==> src/core/bridge_pkg.sv <==
// constants, field layouts and carrier types for the half-bridge serial control block
// assumes one system clock; serial pins arrive asynchronous to it
// How it works
// - global fault flags at bits 15,14,13,0
// - two-bit state per bridge, bits 12:1
// - over-current overrides a reported under-load
// - no path from over-current to under-load; code takes one when a fault clear meets underload_in in the same cycle
// - thermal flag on serial out before first edge
// - bridge control from command bits 12 to 1
// - disabled bridge output goes high impedance
// - never both switches of one bridge on
// - dead time on every side change
// - valid frame: 16 bits plus whole bytes
// - bad frame discarded, outputs keep state
// - short but valid chain frame is accepted
// - thermal pre-bit ORed with serial input
// - power-on reset clears drivers and registers
// - turn-on data accepted only above lockout
// - drivers hold until supply, command or fault
// - sample input on fall, shift out on rise
// - select rise loads last 16 bits; output tri-stated
// - bits 12:7 enables, 6:1 configs, bridges 6..1
// - command bit 15 clears latched faults
package bridge_pkg;
  localparam int NUM_BRIDGES = 6;
  localparam int FRAME_BITS = 16;
  localparam int CHAIN_BITS = 8;
  localparam int CNT_W = 8;
  localparam int BIT_OVERCURRENT = 15;
  localparam int BIT_SUPPLY_FAIL = 14;
  localparam int BIT_UNDERLOAD = 13;
  localparam int BIT_THERMAL_WARN = 0;
  localparam int BIT_FAULT_CLEAR = 15;
  localparam int ENABLE_LSB = 7;
  localparam int CONFIG_LSB = 1;
  localparam int STATE_LSB = 1;
  localparam logic [1:0] CODE_DISABLED = 2'h0;
  localparam logic [1:0] CODE_OVERCURRENT = 2'h1;
  localparam logic [1:0] CODE_UNDERLOAD = 2'h2;
  localparam logic [1:0] CODE_ENABLED = 2'h3;
  localparam logic [15:0] FRAME_RESET = 16'h0000;
  localparam int CLK_PERIOD_PS = 5000;
  localparam int DEADTIME_NS = 1000;
  localparam int DEADTIME_CYCLES = (DEADTIME_NS * 1000 + CLK_PERIOD_PS - 1) / CLK_PERIOD_PS;
  localparam int DEAD_W = 10;

  typedef struct packed {
    logic [NUM_BRIDGES-1:0] enable;
    logic [NUM_BRIDGES-1:0] config_hi;
    logic fault_clear;
  } command_s;

  typedef struct packed {
    logic [NUM_BRIDGES-1:0] overcurrent;
    logic [NUM_BRIDGES-1:0] underload;
    logic [NUM_BRIDGES-1:0] thermal_shutdown;
    logic supply_fail;
    logic thermal_warning;
  } fault_s;

  typedef enum logic [1:0] {SW_OFF, SW_DEAD, SW_HIGH, SW_LOW} switch_e;
endpackage

==> src/core/half_bridge_spi_control_status.sv <==
// serial command and status port with bridge switch control
// assumes fault inputs are synchronous to mclk; serial pins are not
`timescale 1ns/1ps
`default_nettype none
module half_bridge_spi_control_status
  import bridge_pkg::*;
#(
  parameter int DEAD_CYCLES = DEADTIME_CYCLES
) (
  // clock and reset
  input wire logic mclk,
  input wire logic rst_n,
  // serial link
  input wire logic chip_select_n,
  input wire logic sclk,
  input wire logic sdi,
  output logic sdo,
  output logic sdo_oe,
  // supply and fault monitors
  input wire logic logic_supply_ok,
  input wire logic supply_fail_in,
  input wire logic thermal_warning_in,
  input wire logic [NUM_BRIDGES-1:0] overcurrent_in,
  input wire logic [NUM_BRIDGES-1:0] underload_in,
  input wire logic [NUM_BRIDGES-1:0] thermal_shutdown_in,
  // bridge switches
  output logic [NUM_BRIDGES-1:0] high_side_switch,
  output logic [NUM_BRIDGES-1:0] low_side_switch,
  // accepted command frame and status view
  output logic [15:0] command_frame,
  output logic [15:0] diagnostic_status_frame
);

  // ----------------------------------------
  // pin synchronisers
  // ----------------------------------------
  localparam logic [2:0] PIN_IDLE = 3'h4; // select high, clock and data low
  logic [2:0] sync1;
  logic [2:0] sync2;
  logic [2:0] prev;
  always_ff @(posedge mclk) begin
    if (!rst_n) begin
      sync1 <= PIN_IDLE;
      sync2 <= PIN_IDLE;
      prev <= PIN_IDLE;
    end else begin
      sync1 <= {chip_select_n, sclk, sdi};
      sync2 <= sync1;
      prev <= sync2;
    end
  end
  logic cs_s, sclk_s, sdi_s;
  assign cs_s = sync2[2];
  assign sclk_s = sync2[1];
  assign sdi_s = sync2[0];
  logic cs_fall, cs_rise, sclk_rise, sclk_fall, active;
  assign cs_fall = prev[2] & ~cs_s;
  assign cs_rise = ~prev[2] & cs_s;
  assign active = ~cs_s & ~prev[2];
  assign sclk_rise = active & ~prev[1] & sclk_s;
  assign sclk_fall = active & prev[1] & ~sclk_s;

  // ----------------------------------------
  // fault latches and bridge state codes
  // ----------------------------------------
  fault_s faults;
  logic clear_pulse;
  logic [1:0] code [NUM_BRIDGES];
  always_ff @(posedge mclk) begin
    if (!rst_n) begin
      faults <= '0;
    end else begin
      faults.supply_fail <= supply_fail_in;
      faults.thermal_warning <= thermal_warning_in;
      // set wins over clear
      faults.overcurrent <= (clear_pulse ? '0 : faults.overcurrent) | overcurrent_in;
      faults.underload <= (clear_pulse ? '0 : faults.underload) | underload_in;
      faults.thermal_shutdown <= (clear_pulse ? '0 : faults.thermal_shutdown)
                                 | thermal_shutdown_in;
    end
  end

  command_s cmd;
  always_comb begin
    for (int i = 0; i < NUM_BRIDGES; i++) begin
      if (faults.overcurrent[i]) begin
        code[i] = CODE_OVERCURRENT;
      end else if (faults.underload[i]) begin
        code[i] = CODE_UNDERLOAD;
      end else if (cmd.enable[i]) begin
        code[i] = CODE_ENABLED;
      end else begin
        code[i] = CODE_DISABLED;
      end
    end
  end

  logic [15:0] status_now;
  always_comb begin
    status_now = FRAME_RESET;
    status_now[BIT_OVERCURRENT] = |faults.overcurrent;
    status_now[BIT_SUPPLY_FAIL] = faults.supply_fail;
    status_now[BIT_UNDERLOAD] = |faults.underload;
    status_now[BIT_THERMAL_WARN] = faults.thermal_warning;
    for (int i = 0; i < NUM_BRIDGES; i++) begin
      status_now[STATE_LSB + 2*i +: 2] = code[i];
    end
  end
  logic tsd_any;
  assign tsd_any = |faults.thermal_shutdown;

  always_ff @(posedge mclk) begin
    if (!rst_n) begin
      diagnostic_status_frame <= FRAME_RESET;
    end else begin
      diagnostic_status_frame <= status_now;
    end
  end

  // ----------------------------------------
  // serial shifter and frame counter
  // ----------------------------------------
  logic [15:0] rx_shift;
  logic [15:0] tx_shift;
  logic [CNT_W-1:0] bit_count;
  logic pre_phase;
  always_ff @(posedge mclk) begin
    if (!rst_n) begin
      rx_shift <= FRAME_RESET;
      bit_count <= '0;
    end else if (cs_fall) begin
      bit_count <= '0;
    end else if (sclk_fall) begin
      rx_shift <= {rx_shift[14:0], sdi_s};
      if (bit_count == FRAME_BITS + CHAIN_BITS - 1) begin
        bit_count <= CNT_W'(FRAME_BITS); // wrap byte count in the chain section
      end else begin
        bit_count <= bit_count + 1'b1;
      end
    end
  end

  // snapshot at select fall, shift on rise
  always_ff @(posedge mclk) begin
    if (!rst_n) begin
      tx_shift <= FRAME_RESET;
      pre_phase <= 1'b0;
    end else if (cs_fall) begin
      tx_shift <= status_now;
      pre_phase <= 1'b1;
    end else if (sclk_rise) begin
      if (pre_phase) begin
        pre_phase <= 1'b0;
      end else begin
        tx_shift <= {tx_shift[14:0], rx_shift[0]};
      end
    end
  end

  // serial output: pre-bit muxed and ORed with input, tri-state when deselected
  always_ff @(posedge mclk) begin
    if (!rst_n) begin
      sdo <= 1'b0;
      sdo_oe <= 1'b0;
    end else begin
      sdo_oe <= ~cs_s;
      if (pre_phase | cs_fall) begin
        sdo <= tsd_any | sdi_s;
      end else begin
        sdo <= tx_shift[15];
      end
    end
  end

  // ----------------------------------------
  // command register
  // ----------------------------------------
  logic frame_ok;
  assign frame_ok = (bit_count == CNT_W'(FRAME_BITS));

  // accepted frame waits here until the buffer takes it
  logic [15:0] accepted_frame;
  logic accept_valid;
  logic accept_ready;
  always_ff @(posedge mclk) begin
    if (!rst_n) begin
      accepted_frame <= FRAME_RESET;
      accept_valid <= 1'b0;
    end else if (cs_rise && frame_ok && logic_supply_ok) begin
      accepted_frame <= rx_shift;
      accept_valid <= 1'b1;
    end else if (accept_ready) begin
      accept_valid <= 1'b0;
    end
  end

  // two-entry buffer so a stalled command register loses no frame
  logic buf_valid;
  logic buf_ready;
  logic [15:0] buf_frame;
  frame_pair_buffer #(
    .WIDTH(FRAME_BITS)
  ) frame_pair_buffer_i (
    .clk(mclk),
    .rst_n(rst_n),
    .in_valid(accept_valid),
    .in_ready(accept_ready),
    .in_data(accepted_frame),
    .out_valid(buf_valid),
    .out_ready(buf_ready),
    .out_data(buf_frame)
  );

  // a fault clear takes one cycle; the next frame waits for it
  assign buf_ready = ~clear_pulse;
  always_ff @(posedge mclk) begin
    if (!rst_n) begin
      command_frame <= FRAME_RESET;
      clear_pulse <= 1'b0;
    end else begin
      clear_pulse <= 1'b0;
      if (buf_valid && buf_ready) begin
        command_frame <= buf_frame;
        clear_pulse <= buf_frame[BIT_FAULT_CLEAR];
      end
    end
  end
  assign cmd.enable = command_frame[ENABLE_LSB +: NUM_BRIDGES];
  assign cmd.config_hi = command_frame[CONFIG_LSB +: NUM_BRIDGES];
  assign cmd.fault_clear = command_frame[BIT_FAULT_CLEAR];

  // ----------------------------------------
  // bridge drivers with dead time
  // ----------------------------------------
  genvar g;
  generate
    for (g = 0; g < NUM_BRIDGES; g++) begin : gen_bridge
      switch_e st;
      switch_e target;
      logic [DEAD_W-1:0] dead;
      logic shut;
      assign shut = faults.overcurrent[g] | faults.thermal_shutdown[g]
                    | faults.supply_fail | ~logic_supply_ok;
      always_comb begin
        if (!cmd.enable[g] || shut) begin
          target = SW_OFF;
        end else if (cmd.config_hi[g]) begin
          target = SW_HIGH;
        end else begin
          target = SW_LOW;
        end
      end
      always_ff @(posedge mclk) begin
        if (!rst_n) begin
          st <= SW_OFF;
          dead <= '0;
        end else begin
          case (st)
            SW_OFF: begin
              if (target != SW_OFF) begin
                st <= SW_DEAD;
                dead <= DEAD_W'(DEAD_CYCLES);
              end
            end
            SW_DEAD: begin
              if (target == SW_OFF) begin
                st <= SW_OFF;
              end else if (dead <= DEAD_W'(1)) begin
                st <= target;
              end else begin
                dead <= dead - 1'b1;
              end
            end
            SW_HIGH, SW_LOW: begin
              if (target != st) begin
                st <= (target == SW_OFF) ? SW_OFF : SW_DEAD;
                dead <= DEAD_W'(DEAD_CYCLES);
              end
            end
            default: st <= SW_OFF;
          endcase
        end
      end
      always_ff @(posedge mclk) begin
        if (!rst_n) begin
          high_side_switch[g] <= 1'b0;
          low_side_switch[g] <= 1'b0;
        end else begin
          high_side_switch[g] <= (st == SW_HIGH) && (target == SW_HIGH);
          low_side_switch[g] <= (st == SW_LOW) && (target == SW_LOW);
        end
      end
    end
  endgenerate

endmodule

// two-entry frame buffer, valid and ready on both sides
module frame_pair_buffer
  import bridge_pkg::*;
#(
  parameter int WIDTH = FRAME_BITS
) (
  // clock and reset
  input wire logic clk,
  input wire logic rst_n,
  // write side
  input wire logic in_valid,
  output logic in_ready,
  input wire logic [WIDTH-1:0] in_data,
  // read side
  output logic out_valid,
  input wire logic out_ready,
  output logic [WIDTH-1:0] out_data
);

  // ----------------------------------------
  // storage, pointers and fill count
  // ----------------------------------------
  localparam logic [1:0] FILL_EMPTY = 2'h0;
  localparam logic [1:0] FILL_FULL = 2'h2;
  logic [WIDTH-1:0] slot [2];
  logic wr_ptr;
  logic rd_ptr;
  logic [1:0] fill;
  logic push;
  logic pop;
  assign push = in_valid & in_ready;
  assign pop = out_valid & out_ready;
  assign in_ready = (fill != FILL_FULL);
  assign out_valid = (fill != FILL_EMPTY);
  assign out_data = slot[rd_ptr];

  always_ff @(posedge clk) begin
    if (!rst_n) begin
      slot <= '{default: '0};
    end else if (push) begin
      slot[wr_ptr] <= in_data;
    end
  end

  always_ff @(posedge clk) begin
    if (!rst_n) begin
      wr_ptr <= 1'b0;
      rd_ptr <= 1'b0;
    end else begin
      if (push) begin
        wr_ptr <= ~wr_ptr;
      end
      if (pop) begin
        rd_ptr <= ~rd_ptr;
      end
    end
  end

  always_ff @(posedge clk) begin
    if (!rst_n) begin
      fill <= FILL_EMPTY;
    end else if (push && !pop) begin
      fill <= fill + 1'b1;
    end else if (pop && !push) begin
      fill <= fill - 1'b1;
    end
  end

endmodule
`default_nettype wire

==> config.mk <==
export PLATFORM = sky130hd
export DESIGN_NAME = half_bridge_spi_control_status
export DESIGN_NICKNAME = d
export VERILOG_FILES = /design/src/core/bridge_pkg.sv /design/src/core/half_bridge_spi_control_status.sv
export SDC_FILE = /design/constraint.sdc
export NUM_CORES = 1
export LEC_CHECK = 0
export ABC_CLOCK_PERIOD_IN_PS = 2500
export BUFFER_PORTS_ARGS = -buffer_cell sky130_fd_sc_hd__buf_2
export CELL_PAD_IN_SITES_DETAIL_PLACEMENT = 0
export CELL_PAD_IN_SITES_GLOBAL_PLACEMENT = 2
export CORE_MARGIN = 2
export CORE_UTILIZATION = 30
export CTS_BUF_LIST = sky130_fd_sc_hd__clkbuf_4
export DETAILED_ROUTE_END_ITERATION = 16
export GPL_ROUTABILITY_DRIVEN = 0
export PLACE_DENSITY = 0.64
export SETUP_SLACK_MARGIN = 0.05
export SLEW_MARGIN = 15
export SYNTH_ARGS = -nofsm -noshare
export SYNTH_HDL_FRONTEND = slang
export SYNTH_SLANG_ARGS = --single-unit
==> constraint.sdc <==
create_clock -name mclk -period 2.5 [get_ports mclk]
set_input_delay 0.375 -clock mclk [delete_from_list [all_inputs] [get_ports mclk]]
set_output_delay 0.375 -clock mclk [all_outputs]
set_load 0.02 [all_outputs]
==> flow_metrics.env <==
export IMPL_powerDensity_nw_per_um2=867
export IMPL_io_buffers=71
export IMPL_routedWlPerCell_um=16.2
export IMPL_slew_violations=0
export IMPL_rsz0062_at_grt="false"
export IMPL_synthesis_area_um2=10400
export IMPL_fin_crit_ps=2190
export IMPL_crit_path_end_kind="flop"
export IMPL_max_freq_ghz=0.458
export IMPL_h_tree_depth=3
export IMPL_syn_to_final_growth_pct=21.2
export IMPL_synthCells=1214
export IMPL_p_total_mw=10.9
export IMPL_synth_nets=1255
export IMPL_whs_path_depth=3
export IMPL_min_from="rst_n"
export IMPL_clock_skew_ps=45.5
export IMPL_viasPerCell=4.89
export IMPL_required_ps=3100
export IMPL_reg2reg_depth=6
export IMPL_cts_buffers=72
export IMPL_ir_drop_v=0.000348
export IMPL_cts_resized=0
export IMPL_ys_seq_area_share_pct=46.4
export IMPL_grt_first_pass_wirelength_um=48200
export IMPL_core_um2=34400
export IMPL_path_delay_family="simple AND/OR/NAND/NOR gates"
export IMPL_rows=68
export IMPL_hold_viol=0
export IMPL_worst_pin_slew_ps=880
export IMPL_leakagePower_nw=5.01
export IMPL_fp_dieArea_um2=36200
export IMPL_rr_endpoint="gen_bridge[4].dead[6]$_SDFFE_PN0P_"
export IMPL_clk_latency_ps=710
export IMPL_regToRegStartpoint="command_frame[11]$_SDFFE_PN0P_"
export IMPL_start_util_pct=30.3
export IMPL_synth_top_area_share_pct=46.4
export IMPL_numClockSinks=241
export IMPL_path_depth=6
export IMPL_synthFlopType="dfxtp_1"
export IMPL_slew_headroom_pct=39.6
export IMPL_yosys_top_cells_area="dfxtp_1 46%, a21oi_1 6.2%, nand2_1 6.0%, nor2_1 5.1%, mux2i_1 4.7%"
export IMPL_hold_buffers=23
export IMPL_drt_pass1_iter_count=5
export IMPL_grt_max_degree=93
export IMPL_grt_pass1_vias=8948
export IMPL_wirelength_um=30200
export IMPL_drive_gt1_share_pct=18.7
export IMPL_dr_total_vias=9137
export IMPL_grt_remaining_overflow=0
export IMPL_cts_clk_slew_worst_paths_ps=60
export IMPL_rrSetupSlack_ps=310
export IMPL_synth_distinct_cells=60
export IMPL_crit_type="flop to flop"
export IMPL_yosys_warnings=0
export IMPL_path_cells="nor3b_1 -> nand2_1 -> mux2i_1 -> buf_4 -> or4_1 -> a31oi_1"
export IMPL_drtIter0Drc=411
export IMPL_yosys_area_top_type="dfxtp_1"
export IMPL_slowest_stage="or4_1"
export IMPL_synth_edf_count=0
export IMPL_syn_avg_cell_area_um2=8.57
export IMPL_clk_path_buf_depth=3
export IMPL_crit_fanout=15
export IMPL_async_flop_share_pct=0
export IMPL_cts_tree="yes"
export IMPL_cts_root_buf="clkbuf_4"
export IMPL_tns_ps=0
export IMPL_nets=1401
export IMPL_synth_seq_cells=241
export IMPL_fp_dieH_um=190
export IMPL_ant_nets=0
export IMPL_fin_crit_sh_pct=87.4
export IMPL_track_usage_pct=16.9
export IMPL_critical_path_max_stage_delay_ps=500
export IMPL_place_hpwl_um=20500
export IMPL_path_buf_inv=1
export IMPL_cts_setup_buffers=0
export IMPL_finalSetupViolCount=0
export IMPL_min_to="diagnostic_status_frame[7]$_SDFF_PN0_"
export IMPL_cap_violations=0
export IMPL_antenna_found_initial=1
export IMPL_drc_errors=0
export IMPL_arrival_ps=2790
export IMPL_die_w_um=190
export IMPL_hp_class="primary input to flop"
export IMPL_status="finished, final reports clean"
export IMPL_start_kind="flop"
export IMPL_io_pins=72
## per-stage QoR
| step | std cells | setup slack (ps) | hold slack (ps) | cell area [µm²] | util (%) |
|---|---|---|---|---|---|
| after global placement | 1718 | 202 | 397 | 11400 | 33.1 |
| after floorplan | 1214 | 441 | 386 | 10400 | - |
| after global routing | 1870 | 143 | 52.0 | 12600 | 36.7 |
| after detailed placement | 1718 | 131 | 398 | 11400 | 33.1 |
| after CTS | 1869 | 92.5 | 1.38 | 12600 | 36.7 |
| final | 1870 | 315 | 75.9 | 12600 | 36.7 |
## layout make-up
| cell class | instances | area (µm²) |
|---|---|---|
| flip-flops and latches | 241 | 4820 |
| repair buffers | 134 | 898 |
| multi-input cells | 864 | 5130 |
| inverters | 47 | 179 |
| well taps | 455 | 569 |
| fillers | 3671 | 21800 |
| clock buffers | 111 | 833 |
| diodes | 1 | 2.50 |
| clock inverters | 17 | 169 |
## worst max-delay path by stage
stage | from | to | slack [ps]
after floorplan | command_frame[8]$_SDFFE_PN0P_ | gen_bridge[1].dead[2]$_SDFFE_PN0P_ | 440
after global placement | logic_supply_ok | gen_bridge[2].dead[3]$_SDFFE_PN0P_ | 200
after detailed placement | faults[17]$_SDFF_PN0_ | gen_bridge[3].dead[7]$_SDFFE_PN0P_ | 130
after CTS | faults[17]$_SDFF_PN0_ | gen_bridge[3].dead[7]$_SDFFE_PN0P_ | 90
after global routing | faults[1]$_SDFF_PN0_ | gen_bridge[2].dead[6]$_SDFFE_PN0P_ | 140
final | command_frame[11]$_SDFFE_PN0P_ | gen_bridge[4].dead[6]$_SDFFE_PN0P_ | 310
## cell usage after synthesis, drive strengths merged (17+ instances only)
master and instances:
dfxtp 241, nand2b 21, o21ai 33, inv 46, mux2i 49, nor4 32, nor2 140, or4 48
nand2 168, clkbuf 49, nand3 25, nor3 17, a211oi 18, a31oi 18, o31ai 25, a21oi 129
## sequential cells by signal, summed over array words and instances, names as in the netlist
| register | flops |
|---|---|
| sdo_oe | 1 |
| frame_pair_buffer_i.wr_ptr | 1 |
| low_side_switch | 6 |
| clear_pulse | 1 |
| tx_shift | 16 |
| accepted_frame | 16 |
| accept_valid | 1 |
| frame_pair_buffer_i.fill | 2 |
| high_side_switch | 6 |
| pre_phase | 1 |
| gen_bridge.st | 12 |
| diagnostic_status_frame | 16 |
| sdo | 1 |
| frame_pair_buffer_i.slot | 32 |
| sync2 | 3 |
| rx_shift | 16 |
| faults | 20 |
| sync1 | 3 |
| bit_count | 8 |
| frame_pair_buffer_i.rd_ptr | 1 |
| command_frame | 16 |
| prev | 2 |
| gen_bridge.dead | 60 |
## kinds of logic (layout without fill, tap and decap cells)
kind of cell | Yosys count | after routing | synth area share, %
AOI/OAI and AO/OA | 274 | 274 | 16.3
xor gates and xnor gates | 9 | 9 | 0.758
adders and majority gates | 15 | 15 | 1.80
buffers and inverters | 109 | 309 | 4.39
DFF | 241 | 241 | 46.4
muxes | 53 | 53 | 5.15
other | 0 | 1 | 0
and+or+nand+nor | 513 | 513 | 25.2
## worst min-delay path: stages
cell and delay [ps]:
buf_2 110, inv_4 110, nor2_1 120
## power by group
| group | leakage [nW] | switching (mW) | internal [mW] | total [mW] |
|---|---|---|---|---|
| clock network | 0.593 | 1.76 | 2.42 | 4.18 |
| logic | 2.46 | 1.37 | 0.930 | 2.30 |
| registers | 1.96 | 0.307 | 4.14 | 4.45 |
## placed cells by master (no fill, tap or decap), drive strengths merged, types with 5 or more instances in the layout
| master | Yosys | final |
|---|---|---|
| dfxtp | 241 | 241 |
| nand2 | 168 | 168 |
| nor2 | 140 | 140 |
| a21oi | 129 | 129 |
| clkbuf | 49 | 111 |
| buf | 13 | 111 |
| mux2i | 49 | 49 |
| inv | 46 | 48 |
| or4 | 48 | 48 |
| o21ai | 33 | 33 |
| nor4 | 32 | 32 |
| nand3 | 25 | 25 |
| o31ai | 25 | 25 |
| dlygate4sd3 | 0 | 23 |
| nand2b | 21 | 21 |
| a211oi | 18 | 18 |
| a31oi | 18 | 18 |
| nor3 | 17 | 17 |
| ha | 15 | 15 |
| clkinv | 1 | 12 |
| and2 | 11 | 11 |
| o31a | 11 | 11 |
| a221oi | 11 | 11 |
| and3 | 10 | 10 |
| o21a | 8 | 8 |
| xor2 | 7 | 7 |
| nor2b | 7 | 7 |
| nor3b | 7 | 7 |
| nor4b | 6 | 6 |
| or2 | 5 | 5 |
| a32o | 5 | 5 |
| o21bai | 5 | 5 |
## metal layers
metal	track usage [%]	up-vias	part of all wire (%)
met2	26.9	165	46
li1	-	4647	-
met4	6.68	0	2.0
met5	0	-	0
met3	3.70	38	4.5
met1	22.1	4287	48
(Power assumes the default switching activity.)
